--- src/hbe_pkg.sv ---
// Purpose: Shared types and constants for the host bus emulation master.
// Assumes: One core clock at 100 MHz; no software registers.
// Notes: Command codes are local to this block.
package hbe_pkg;
   // ==========================================================
   // Timing
   // ==========================================================
   localparam int CLK_PERIOD_NS = 10;
   localparam int PHASE_TIME_NS = 20;
   localparam logic [3:0] PHASE_CYCLES =
      4'((PHASE_TIME_NS + CLK_PERIOD_NS - 1) / CLK_PERIOD_NS);
   localparam logic [3:0] IFCLK_HALF_CYCLES = 4'h3;

   // ==========================================================
   // Commands
   // ==========================================================
   typedef enum logic [2:0] {
      CMD_READ = 3'b000,
      CMD_WRITE = 3'b001,
      CMD_SET_SPARE = 3'b010,
      CMD_READ_SPARE = 3'b011,
      CMD_WAIT_HIGH = 3'b100,
      CMD_WAIT_LOW = 3'b101,
      CMD_IRQ_READ = 3'b110
   } cmd_op_t;

   typedef struct packed {
      cmd_op_t op;
      logic [15:0] addr;
      logic [7:0] data;
   } cmd_t;

   typedef struct packed {
      logic [7:0] ad_out;
      logic ad_oe;
      logic [7:0] addr_high;
      logic sel_n;
      logic latch;
      logic rd_n;
      logic wr_n;
   } bus_pins_t;

   typedef enum logic [3:0] {
      ST_IDLE = 4'b0000,
      ST_ADDR = 4'b0001,
      ST_LATCH = 4'b0010,
      ST_TURN = 4'b0011,
      ST_STROBE = 4'b0100,
      ST_HOLD = 4'b0101,
      ST_WAIT = 4'b0110,
      ST_DONE = 4'b0111
   } state_t;

   localparam bus_pins_t PINS_RESET = '{8'h00, 1'b0, 8'h00, 1'b1,
                                       1'b0, 1'b1, 1'b1};
endpackage

--- src/hbe_master.sv ---
// Purpose: Host bus emulation master toward an 8-bit multiplexed bus.
// Assumes: Commands arrive from the command engine on CORE_CLK_I.
// Notes: Pins from outside pass two flip-flops before use.
import hbe_pkg::*;

// Behaviour
// Both channels form one bus master.
// Low address and data share bus.
// Upper address bits driven on own lines.
// Select low during each read and write.
// Latch pulse while low address is driven.
// Read strobe low; sample peripheral data.
// Write strobe low for each write.
// Write data stable around write strobe.
// Ready low stretches the access.
// Interface clock driven on output pin.
// Spare line zero set, cleared, read.
// Stall until wait line high or low.
// Wait for interrupt, then read, return.
// Wait line kept as input when waiting.
// Latch ends, address released before strobe.
module hbe_master
   import hbe_pkg::*;
(
   // Clock and reset
   input wire logic CORE_CLK_I,
   input wire logic SYS_RST_I,
   // Mode and command port
   input wire logic EMU_ENABLE_I,
   input wire logic CMD_VALID_I,
   input wire cmd_t CMD_I,
   output logic CMD_READY_O,
   output logic RESULT_VALID_O,
   output logic [7:0] RESULT_O,
   // Shared address and data bus
   input wire logic [7:0] AD_I,
   output logic [7:0] AD_O,
   output logic AD_OE_O,
   // Dedicated bus control
   output logic [7:0] ADDR_HIGH_O,
   output logic SEL_N_O,
   output logic LATCH_O,
   output logic RD_N_O,
   output logic WR_N_O,
   input wire logic ACCESS_READY_I,
   output logic INTERFACE_CLOCK_O,
   // Spare lines
   input wire logic SPARE_ZERO_I,
   output logic SPARE_ZERO_O,
   output logic SPARE_ZERO_OE_O,
   input wire logic SPARE_WAIT_I,
   output logic SPARE_WAIT_O,
   output logic SPARE_WAIT_OE_O
);
   // ==========================================================
   // State
   // ==========================================================
   typedef struct packed {
      state_t st;
      cmd_t cmd;
      bus_pins_t pins;
      logic [3:0] cnt;
      logic [1:0] rdy_s;
      logic [7:0] ad_m;
      logic [7:0] ad_s;
      logic [1:0] z_s;
      logic [1:0] w_s;
      logic cmd_ready;
      logic res_valid;
      logic [7:0] result;
      logic z_out;
      logic z_oe;
      logic ifclk;
   } state_all_t;
   state_all_t s_q, s_d;
   logic ifclk_w;

   hbe_clock_out hbe_clock_out_inst (
      .clk_i(CORE_CLK_I),
      .rst_i(SYS_RST_I),
      .ifclk_o(ifclk_w)
   );

   function automatic logic is_read(input cmd_op_t op);
      return (op == CMD_READ) || (op == CMD_IRQ_READ);
   endfunction

   // ==========================================================
   // Next state
   // ==========================================================
   always_comb begin
      s_d = s_q;
      s_d.res_valid = 1'b0;
      s_d.ifclk = ifclk_w;
      s_d.rdy_s = {s_q.rdy_s[0], ACCESS_READY_I};
      s_d.ad_m = AD_I;
      s_d.ad_s = s_q.ad_m;
      s_d.z_s = {s_q.z_s[0], SPARE_ZERO_I};
      s_d.w_s = {s_q.w_s[0], SPARE_WAIT_I};
      if (s_q.cnt != 4'h0) begin
         s_d.cnt = s_q.cnt - 4'h1;
      end
      case (s_q.st)
         ST_IDLE: begin
            s_d.cmd_ready = EMU_ENABLE_I;
            if (EMU_ENABLE_I && CMD_VALID_I && s_q.cmd_ready) begin
               s_d.cmd = CMD_I;
               s_d.cmd_ready = 1'b0;
               case (CMD_I.op)
                  CMD_SET_SPARE: begin
                     s_d.z_out = CMD_I.data[0];
                     s_d.z_oe = CMD_I.data[1];
                     s_d.st = ST_DONE;
                  end
                  CMD_READ_SPARE: begin
                     s_d.result = {6'h00, s_q.w_s[1], s_q.z_s[1]};
                     s_d.res_valid = 1'b1;
                     s_d.st = ST_DONE;
                  end
                  CMD_WAIT_HIGH, CMD_WAIT_LOW, CMD_IRQ_READ: begin
                     s_d.st = ST_WAIT;
                  end
                  default: begin
                     s_d.st = ST_ADDR;
                  end
               endcase
            end
         end
         ST_WAIT: begin
            if ((s_q.cmd.op == CMD_WAIT_LOW) ? !s_q.w_s[1]
                                             : s_q.w_s[1]) begin
               s_d.st = (s_q.cmd.op == CMD_IRQ_READ) ? ST_ADDR
                                                     : ST_DONE;
            end
         end
         ST_ADDR: begin
            s_d.pins.addr_high = s_q.cmd.addr[15:8];
            s_d.pins.ad_out = s_q.cmd.addr[7:0];
            s_d.pins.ad_oe = 1'b1;
            s_d.pins.sel_n = 1'b0;
            s_d.pins.latch = 1'b1;
            s_d.cnt = PHASE_CYCLES - 4'h1;
            s_d.st = ST_LATCH;
         end
         ST_LATCH: begin
            if (s_q.cnt == 4'h0) begin
               s_d.pins.latch = 1'b0;
               s_d.cnt = PHASE_CYCLES - 4'h1;
               s_d.st = ST_TURN;
            end
         end
         ST_TURN: begin
            if (is_read(s_q.cmd.op)) begin
               s_d.pins.ad_oe = 1'b0;
            end else begin
               s_d.pins.ad_out = s_q.cmd.data;
            end
            if (s_q.cnt == 4'h0) begin
               s_d.pins.rd_n = !is_read(s_q.cmd.op);
               s_d.pins.wr_n = is_read(s_q.cmd.op);
               s_d.cnt = PHASE_CYCLES - 4'h1;
               s_d.st = ST_STROBE;
            end
         end
         ST_STROBE: begin
            if (s_q.cnt == 4'h0 && s_q.rdy_s[1]) begin
               s_d.pins.rd_n = 1'b1;
               s_d.pins.wr_n = 1'b1;
               s_d.cnt = PHASE_CYCLES - 4'h1;
               s_d.st = ST_HOLD;
            end
         end
         ST_HOLD: begin
            if (s_q.cnt == 4'h0) begin
               // The last byte sampled under the strobe leaves the sync here.
               if (is_read(s_q.cmd.op)) begin
                  s_d.result = s_q.ad_s;
                  s_d.res_valid = 1'b1;
               end
               s_d.pins.ad_oe = 1'b0;
               s_d.pins.sel_n = 1'b1;
               s_d.st = ST_DONE;
            end
         end
         ST_DONE: begin
            s_d.st = ST_IDLE;
         end
         default: begin
            s_d.st = ST_IDLE;
         end
      endcase
   end

   always_ff @(posedge CORE_CLK_I) begin
      if (SYS_RST_I) begin
         s_q <= '0;
         s_q.st <= ST_IDLE;
         s_q.pins <= PINS_RESET;
         s_q.rdy_s <= 2'b11;
      end else begin
         s_q <= s_d;
      end
   end

   // ==========================================================
   // Outputs
   // ==========================================================
   assign CMD_READY_O = s_q.cmd_ready;
   assign RESULT_VALID_O = s_q.res_valid;
   assign RESULT_O = s_q.result;
   assign AD_O = s_q.pins.ad_out;
   assign AD_OE_O = s_q.pins.ad_oe;
   assign ADDR_HIGH_O = s_q.pins.addr_high;
   assign SEL_N_O = s_q.pins.sel_n;
   assign LATCH_O = s_q.pins.latch;
   assign RD_N_O = s_q.pins.rd_n;
   assign WR_N_O = s_q.pins.wr_n;
   assign INTERFACE_CLOCK_O = s_q.ifclk;
   assign SPARE_ZERO_O = s_q.z_out;
   assign SPARE_ZERO_OE_O = s_q.z_oe;
   assign SPARE_WAIT_O = 1'b0;
   assign SPARE_WAIT_OE_O = 1'b0;
endmodule

--- src/hbe_clock_out.sv ---
// Purpose: Divider that makes the interface clock.
// Assumes: Synchronous active high reset.
// Notes: Output comes from a flip-flop.
module hbe_clock_out
   import hbe_pkg::*;
(
   // Clock and reset
   input wire logic clk_i,
   input wire logic rst_i,
   // Divided clock
   output logic ifclk_o
);
   typedef struct packed {
      logic [3:0] cnt;
      logic level;
   } div_t;
   div_t s_q, s_d;

   always_comb begin
      s_d = s_q;
      if (s_q.cnt == IFCLK_HALF_CYCLES - 4'h1) begin
         s_d.cnt = 4'h0;
         s_d.level = ~s_q.level;
      end else begin
         s_d.cnt = s_q.cnt + 4'h1;
      end
   end

   always_ff @(posedge clk_i) begin
      if (rst_i) begin
         s_q <= '0;
      end else begin
         s_q <= s_d;
      end
   end

   assign ifclk_o = s_q.level;
endmodule

--- config.mk ---
export PLATFORM = sky130hd
export DESIGN_NAME = hbe_master
export DESIGN_NICKNAME = d
export VERILOG_FILES = /design/src/hbe_pkg.sv /design/src/hbe_master.sv /design/src/hbe_clock_out.sv
export SDC_FILE = /design/constraint.sdc
export NUM_CORES = 1
export LEC_CHECK = 0
export BUFFER_PORTS_ARGS = -buffer_cell sky130_fd_sc_hd__buf_2
export CAP_MARGIN = 10
export CORE_MARGIN = 4
export CORE_UTILIZATION = 30
export DETAILED_ROUTE_END_ITERATION = 7
export PLACE_DENSITY = 0.48
export SYNTH_ARGS = -nofsm -noshare
export SYNTH_HDL_FRONTEND = slang
export SYNTH_HIERARCHICAL = 1
export SYNTH_SLANG_ARGS = --single-unit
--- constraint.sdc ---
create_clock -name CORE_CLK_I -period 4.2 [get_ports CORE_CLK_I]
set_input_delay 0.21 -clock CORE_CLK_I [delete_from_list [all_inputs] [get_ports CORE_CLK_I]]
set_output_delay 0.21 -clock CORE_CLK_I [all_outputs]
set_load 0.03 [all_outputs]
==> results of run 1 <==
-- path summary, 6_finish.rpt --
path                  startpoint  endpoint  slack [ns]
hold / removal    ACCESS_READY_I   s_d[34]        0.06
setup / recovery         s_q[89]   s_q[88]        1.77
setup reg to reg         s_q[89]   s_q[88]        1.77
hold reg to reg          s_d[34]   s_q[34]        0.41
-- placed cells by master, fill, tap and decap left out, types with 6 or more instances in the layout --
cell	n
dfxtp_1	95
nand2_1	78
buf_2	75
a21oi_1	49
nor2b_1	24
nor2_1	19
o21ai_0	12
nand3_1	10
clkbuf_16	9
a311oi_1	8
inv_1	6
nor3_1	6
a22o_1	6
-- cell families (layout without fill, tap and decap cells) --
| family | after synthesis | after routing | synth area share |
|---|---|---|---|
| other | 1 | 2 | 0.0009674 |
| and+or+nand+nor | 169 | 169 | 0.2285 |
| DFF | 95 | 95 | 0.4906 |
| muxes | 3 | 3 | 0.007747 |
| AOI/OAI and AO/OA | 98 | 98 | 0.1604 |
| xor gates and xnor gates | 5 | 5 | 0.01130 |
| buffers and inverters | 59 | 98 | 0.08747 |
| adders and majority gates | 4 | 4 | 0.01291 |
-- metal layers --
metal  vias to the layer above  wire length, um  global-route usage
met4                         0              153             0.06022
li1                       1526                -                   -
met1                      1371             4339              0.1665
met5                         -                0                   0
met3                        10              395             0.02461
met2                        60             3830              0.1803
-- worst max-delay path: stages, from the launching register on --
cell and delay [ns]:
dfxtp_1 0.90, nor3_1 0.18, nand2b_1 0.87, o211a_1 0.29
o31ai_1 0.06
-- where the power goes --
| part | internal, uW | switching, uW |
|---|---|---|
| combinational | 86.1 | 117 |
| clock | 475 | 322 |
| sequential | 941 | 27.0 |
| total | 1500 | 467 |
-- synth_stat cells, drive strengths merged (2+ instances only) --
cell type and number:
a21oi 49, mux2i 3, o211a 2, a211o 2, nor2b 24, a311oi 8
inv 7, nor3b 3, ha 4, o31ai 4, or3 2, clkbuf 16
a31oi 2, a22o 6, nand2 78, and4b 2, or2 3, nor2 20
nand3b 5, o21bai 3, nor4 4, nand3 11, xnor2 2, nand2b 5
a211oi 2, o21ai 12, buf 36, a221o 2, xor2 3, dfxtp 95
nor3 7
-- through the flow --
step / setup slack, ns / cell area [um^2] / hold slack, ns / std cells / total power [uW]
4_1_cts: 1.724 / 4456 / 0.04515 / 646 / 1997
6_report: 1.772 / 4456 / 0.05653 / 646 / 1968
5_1_grt: 1.516 / 4456 / 0.05856 / 646 / 2068
2_1_floorplan: 2.481 / 3880 / 0.2791 / 435 / 1137
3_5_place_dp: 1.730 / 4165 / 0.4005 / 631 / 1192
3_3_place_gp: 1.790 / 4165 / 0.3984 / 631 / 1188
-- registers in the layout (all words and copies together) (netlist names), 4 cells and up --
name	flops
s_d	11
AD_O	8
ADDR_HIGH_O	8
hbe_clock_out_inst/s_q	4
s_q	45
RESULT_O	8
-- cell type report --
| cell class | instances | area, um^2 | area share |
|---|---|---|---|
| sequential | 95 | 1902 | 0.4268 |
| multi-input combinational | 281 | 1639 | 0.3679 |
| timing repair buffer | 76 | 382.9 | 0.08593 |
| clock buffer | 12 | 246.5 | 0.05532 |
| tap | 172 | 215.2 | 0.04830 |
| clock inverter | 3 | 43.79 | 0.009829 |
| inverter | 7 | 26.28 | 0.005897 |
==> summary.txt, run 1 <==
Yosys
  – Cell Area, Synth: 0.003876 mm^2
  – Ys Warns: 6
  – Cell taking the most area after synthesis: dfxtp_1
  – Synth area leaders: dfxtp_1 49%, nand2_1 7.6%, a21oi_1 6.3%
  – Async SR Flop Fraction: 0
  – #FFs+latches synth: 95
  – Distinct cell type count after synthesis: 57
  – Sequential element share of the synthesized area: 0.4906
  – Post-Synthesis Cells: 434
  – Top-area cell type share of the netlist area: 0.4906
  – Post-synth EDFFs: 0
  – Synth Flop Type: dfxtp_1
  – Mean Syn Cell Area: 8.931 um^2

Timing
  – Slew HR: 0.2157
  – Slew @ Worst Pin: 1.176 ns
  – Crit path time final: 2.428 ns
  – Peak Freq: 0.4119 GHz
  – Final Hold Viols: 0
  – Final slew viol count: 0
  – TNS Setup: 0 ns
  – Tcrit/Tclk final: 0.5780
  – Final setup fails: 0
  – RSZ-0062 raised after global routing: no
  – Clk_skew: 0.005704 ns

Final layout
  – Share of cells above drive strength 1: 0.2152
  – Fill cell count: 1333
  – Fin util: 0.3531
  – ANT cells: 0
  – Net count of the finished layout: 516
  – Synth-to-layout area growth: 14.95%

Clocking
  – CTS Buf Count: 9
  – Clock Path Buffers: 2
  – CTS tree: built
  – Hold_buf cts: 0
  – CTS H-tree depth: 3
  – Setup bufs post-CTS: 0
  – Clock root cell: clkbuf_16
  – Post-CTS sizing: 0
  – Clk_lat worst skew: 0.33 ns
  – Clock Sinks: 95
  – Clk pin slew, worst setup/hold paths: 0.06 ns

Global route
  – Tot GR Track Use: 0.1210
  – Global-route wire length before repair: 14200 um
  – Grt ovf: 0
  – Initial antenna violation count: 0
  – Vias in the first global route: 2899
  – Largest net degree at the start of global routing: 65

Die
  – Die Span Y: 121.7 um
  – Die ar.: 0.01480 mm^2
  – Core area: 0.01262 mm^2
  – Initial Utilization: 0.3072
  – Num ports: 78
  – Die width: 121.7 um
  – Rows: 41

Route
  – Antenna-violating nets left: 0
  – WL final: 8718 um
  – DRT iter0 DRCs: 167
  – Routed wire per std cell: 13.50 um
  – Pre-antenna DRT Iters: 4
  – Via density: 4.593
  – Vias: 2967
  – # DRC: 0

Run
  – Max cap viols: 0

Critical path
  – Crit Path Class: reg2reg
  – Critical Path Source Type: register
  – CP Capture Type: register
  – Crit path max fanout: 29
  – WP data arrival: 2.64 ns
  – Reg2Reg Depth: 4
  – Critical path required time: 4.41 ns

Worst hold path
  – Hold depth: 2
  – Hold Crit Class: in2reg

Place
  – Final HPWL DP: 5880 um
  – I/O Buffers: 75
  – Routability cong.: 0.7878

Power and ir drop
  – PD cells: 441.7 mW/mm^2
  – Cell leakage power: 0.001714 uW
  – VDD IR max: 161.1 uV

Run status
  – Outcome: finished clean
(Power assumes the default switching activity.)
==> run 2, diff against run 1 <==
--- a/config.mk
+++ b/config.mk
@@ -5,12 +5,13 @@
 export SDC_FILE = /design/constraint.sdc
 export NUM_CORES = 1
 export LEC_CHECK = 0
+export ABC_AREA = 1
 export BUFFER_PORTS_ARGS = -buffer_cell sky130_fd_sc_hd__buf_2
 export CAP_MARGIN = 10
 export CORE_MARGIN = 4
 export CORE_UTILIZATION = 30
 export DETAILED_ROUTE_END_ITERATION = 7
-export PLACE_DENSITY = 0.48
+export PLACE_DENSITY = 0.49
 export SYNTH_ARGS = -nofsm -noshare
 export SYNTH_HDL_FRONTEND = slang
 export SYNTH_HIERARCHICAL = 1
==> constraint.sdc (replaced) <==
create_clock -name CORE_CLK_I -period 2.05 [get_ports CORE_CLK_I]
set_input_delay 0.1025 -clock CORE_CLK_I [delete_from_list [all_inputs] [get_ports CORE_CLK_I]]
set_output_delay 0.1025 -clock CORE_CLK_I [all_outputs]
set_load 0.03 [all_outputs]
==> run 2 against run 1 <==
Clock skew grew 0.0020 ns. Die area is 2.1% higher. Sequential cell count unchanged. Register-to-register slack got worse by 1.6 ns. Final area up 9.4%. Critical endpoint is now s_q[61]. Global-route usage up 0.43 points. Area after synthesis rose by 2.2%. Sequential share of layout area down 3.7 points. Clock power grew 130%. Critical path depth rose by 3. Count of clock-buffer cells in the layout down 3. Wire length rose by 1.4%.
==> summary.txt, run 2 <==
Yosys
  – Async SR Flop Fraction: 0 (unchanged)
  – Post-Synthesis Cells: 500 (+15%)
  – Ys Warns: 6 (unchanged)
  – Distinct cell type count after synthesis: 35 (-39%)
  – Sequential element share of the synthesized area: 0.4799 (-0.01069)
  – Post-synth EDFFs: 0 (unchanged)
  – Cell Area, Synth: 0.003963 mm^2 (+2.2%)
  – Top-area cell type share of the netlist area: 0.4799 (-0.01069)
  – #FFs+latches synth: 95 (unchanged)
  – Synth Flop Type: dfxtp_1
  – Count leader, synth: dfxtp_1
  – Synth area leaders: dfxtp_1 48%, nor2_1 7.8%, nand2_1 5.6%
  – Ranking of synthesized cells by instance count: 95 x dfxtp_1, 82 x nor2_1, 59 x nand2_1
  – Mean Syn Cell Area: 7.925 um^2 (-11%)
  – Cell taking the most area after synthesis: dfxtp_1

Timing
  – Final slew viol count: 0 (unchanged)
  – Peak Freq: 0.5410 GHz (+31%)
  – TNS Setup: 0 ns (unchanged)
  – Final setup fails: 0 (unchanged)
  – Tcrit/Tclk final: 0.9017 (+0.3237)
  – Final setup margin: 0.2015 ns (-1.571 ns)
  – Crit path time final: 1.848 ns (-0.5790 ns)
  – Clk_skew: 0.007747 ns (+0.002043 ns)
  – RSZ-0062 raised after global routing: no
  – Final Hold Viols: 0 (unchanged)

Final layout
  – Synth-to-layout area growth: 22.99%
  – Top reg by flops: s_q
  – Share of cells above drive strength 1: 0.2340 (+0.01878)
  – Max FFs per register: 45 (unchanged)
  – Fill cell count: 1326 (-0.53%)
  – Net count of the finished layout: 618 (+20%)
  – Commonest non-fill, non-tap cell in the layout: dfxtp_1
  – Most frequent cells in the layout: 95 x dfxtp_1, 82 x nor2_1, 75 x buf_2
  – ANT cells: 0 (unchanged)

Global route
  – Initial antenna violation count: 0 (unchanged)
  – Grt ovf: 0 (unchanged)
  – Largest net degree at the start of global routing: 49 (-25%)
  – Tot GR Track Use: 0.1253 (+0.004309)
  – Global-route wire length before repair: 14850 um (+4.6%)
  – Vias in the first global route: 3122 (+7.7%)

Clocking
  – Setup bufs post-CTS: 0 (unchanged)
  – Clock root cell: clkbuf_16
  – Hold_buf cts: 24 (+24)
  – CTS tree: built
  – CTS H-tree depth: 3 (unchanged)
  – CTS Buf Count: 9 (unchanged)
  – Clock Path Buffers: 2 (unchanged)
  – Clock Sinks: 95 (unchanged)
  – Clk pin slew, worst setup/hold paths: 0.07 ns (about the same)
  – Post-CTS sizing: 0 (unchanged)
  – Clk_lat worst skew: 0.34 ns (about the same)

Route
  – DRT iter0 DRCs: 140 (-16%)
  – Vias: 3236 (+9.1%)
  – WL final: 8842 um (+1.4%)
  – Antenna-violating nets left: 0 (unchanged)
  – # DRC: 0 (unchanged)
  – Routed wire per std cell: 11.81 um (-13%)
  – Via density: 4.320 (-5.9%)
  – Pre-antenna DRT Iters: 6 (+2)

Die
  – Die width: 122.9 um (+1.0%)
  – Rows: 41 (unchanged)
  – Num ports: 78 (unchanged)
  – Die Span Y: 122.9 um (+1.0%)
  – Core area: 0.01277 mm^2 (+1.2%)
  – Die ar.: 0.01511 mm^2 (+2.1%)
  – Initial Utilization: 0.3102 (+0.003058)

Power and ir drop
  – Cell leakage power: 0.002158 uW (+26%)
  – VDD IR max: 297.3 uV (+85%)
  – PD cells: 887.3 mW/mm^2 (+100%)

Place
  – Routability cong.: 0.7773 (-1.3%)
  – Final HPWL DP: 6297 um (+7.1%)
  – I/O Buffers: 75 (unchanged)
  – Place WS: 0.2129 ns (-1.517 ns)

Critical path
  – CP Capture Type: register
  – WP data arrival: 2.07 ns (-0.57 ns)
  – Crit path max fanout: 24 (-17%)
  – Crit Path Class: reg2reg
  – Critical path required time: 2.27 ns (-2.14 ns)
  – Critical Path Source Type: register

Run
  – Max cap viols: 0 (unchanged)

Run status
  – Outcome: finished clean

Worst hold path
  – Hold Crit Class: in2reg
==> run 2: cell types whose count changed in the layout (fill, tap and decap cells not counted), sizes merged, moves of 10 or more <==
cell,change
nor2,+71
dlygate4sd3,+25
nor2b,-24
a21oi,-10
nand3,+16
o21ai,+45
inv,+52
==> run 2: logic make-up (layout without fill, tap and decap cells) <==
kind of cell | Yosys count | count (layout) | share of synthesized area
AO/OA/AOI/OAI | 104 | 104 | 0.1405
XOR/XNOR | 2 | 2 | 0.004421
adder cells (fa/ha/maj) | 4 | 4 | 0.01263
buffers and inverters | 100 | 176 | 0.1304
flip-flops | 95 | 95 | 0.4799
other | 1 | 2 | 0.0009464
AND/OR/NAND/NOR | 194 | 194 | 0.2311
==> run 2: area by class of cell <==
type	count	area, um^2	share of cell area
clock buffers	9	225.2	0.04621
clock inverters	7	102.6	0.02105
inverters	56	212.7	0.04365
multi-input cells	306	1548	0.3176
flip-flops and latches	95	1902	0.3902
well taps	172	215.2	0.04416
repair buffers	104	668.1	0.1371
==> run 2: path summary, 6_finish.rpt <==
kind / startpoint / to / slack [ns] / cells past startpoint
max: s_q[89] / s_q[61] / 0.20 / 7
min reg2reg: s_d[21] / s_q[21] / 0.40 / 2
min: CMD_I[20] / s_q[80] / 0.009 / 3
max reg2reg: s_q[89] / s_q[61] / 0.20 / 7
==> run 2: metal layers <==
| layer | track usage | part of all wire | up-vias |
|---|---|---|---|
| li1 | - | - | 1722 |
| met4 | 0.04829 | 0.015 | 0 |
| met5 | 0 | 0 | - |
| met3 | 0.04209 | 0.061 | 12 |
| met2 | 0.2036 | 0.47 | 55 |
| met1 | 0.1535 | 0.45 | 1447 |
==> run 2: critical path: stages, from the launching register on <==
cell and delay, ns:
dfxtp_1 0.37, inv_2 0.29, nand2_4 0.12, nor2_8 0.25
inv_2 0.19, buf_4 0.25, o21ai_0 0.18, a21oi_1 0.06
==> run 2: through the flow <==
stage / instances / instance area (um^2) / hold slack, ns / utilization / power [uW]
final: 749 / 4873 / 0.009114 / 0.3815 / 4324
after global routing: 749 / 4873 / 0.02106 / 0.3815 / 4562
after CTS: 748 / 4863 / 0.0003147 / 0.3807 / 4385
after detailed placement: 708 / 4295 / 0.3021 / 0.3363 / 2499
after global placement: 708 / 4295 / 0.3003 / 0.3363 / 2489
after floorplan: 501 / 3966 / 0.2063 / - / 2367
==> run 2: power by group <==
group,switching (uW),internal (uW)
Clock,747,1090
Sequential,48.8,1940
Combinational,298,208
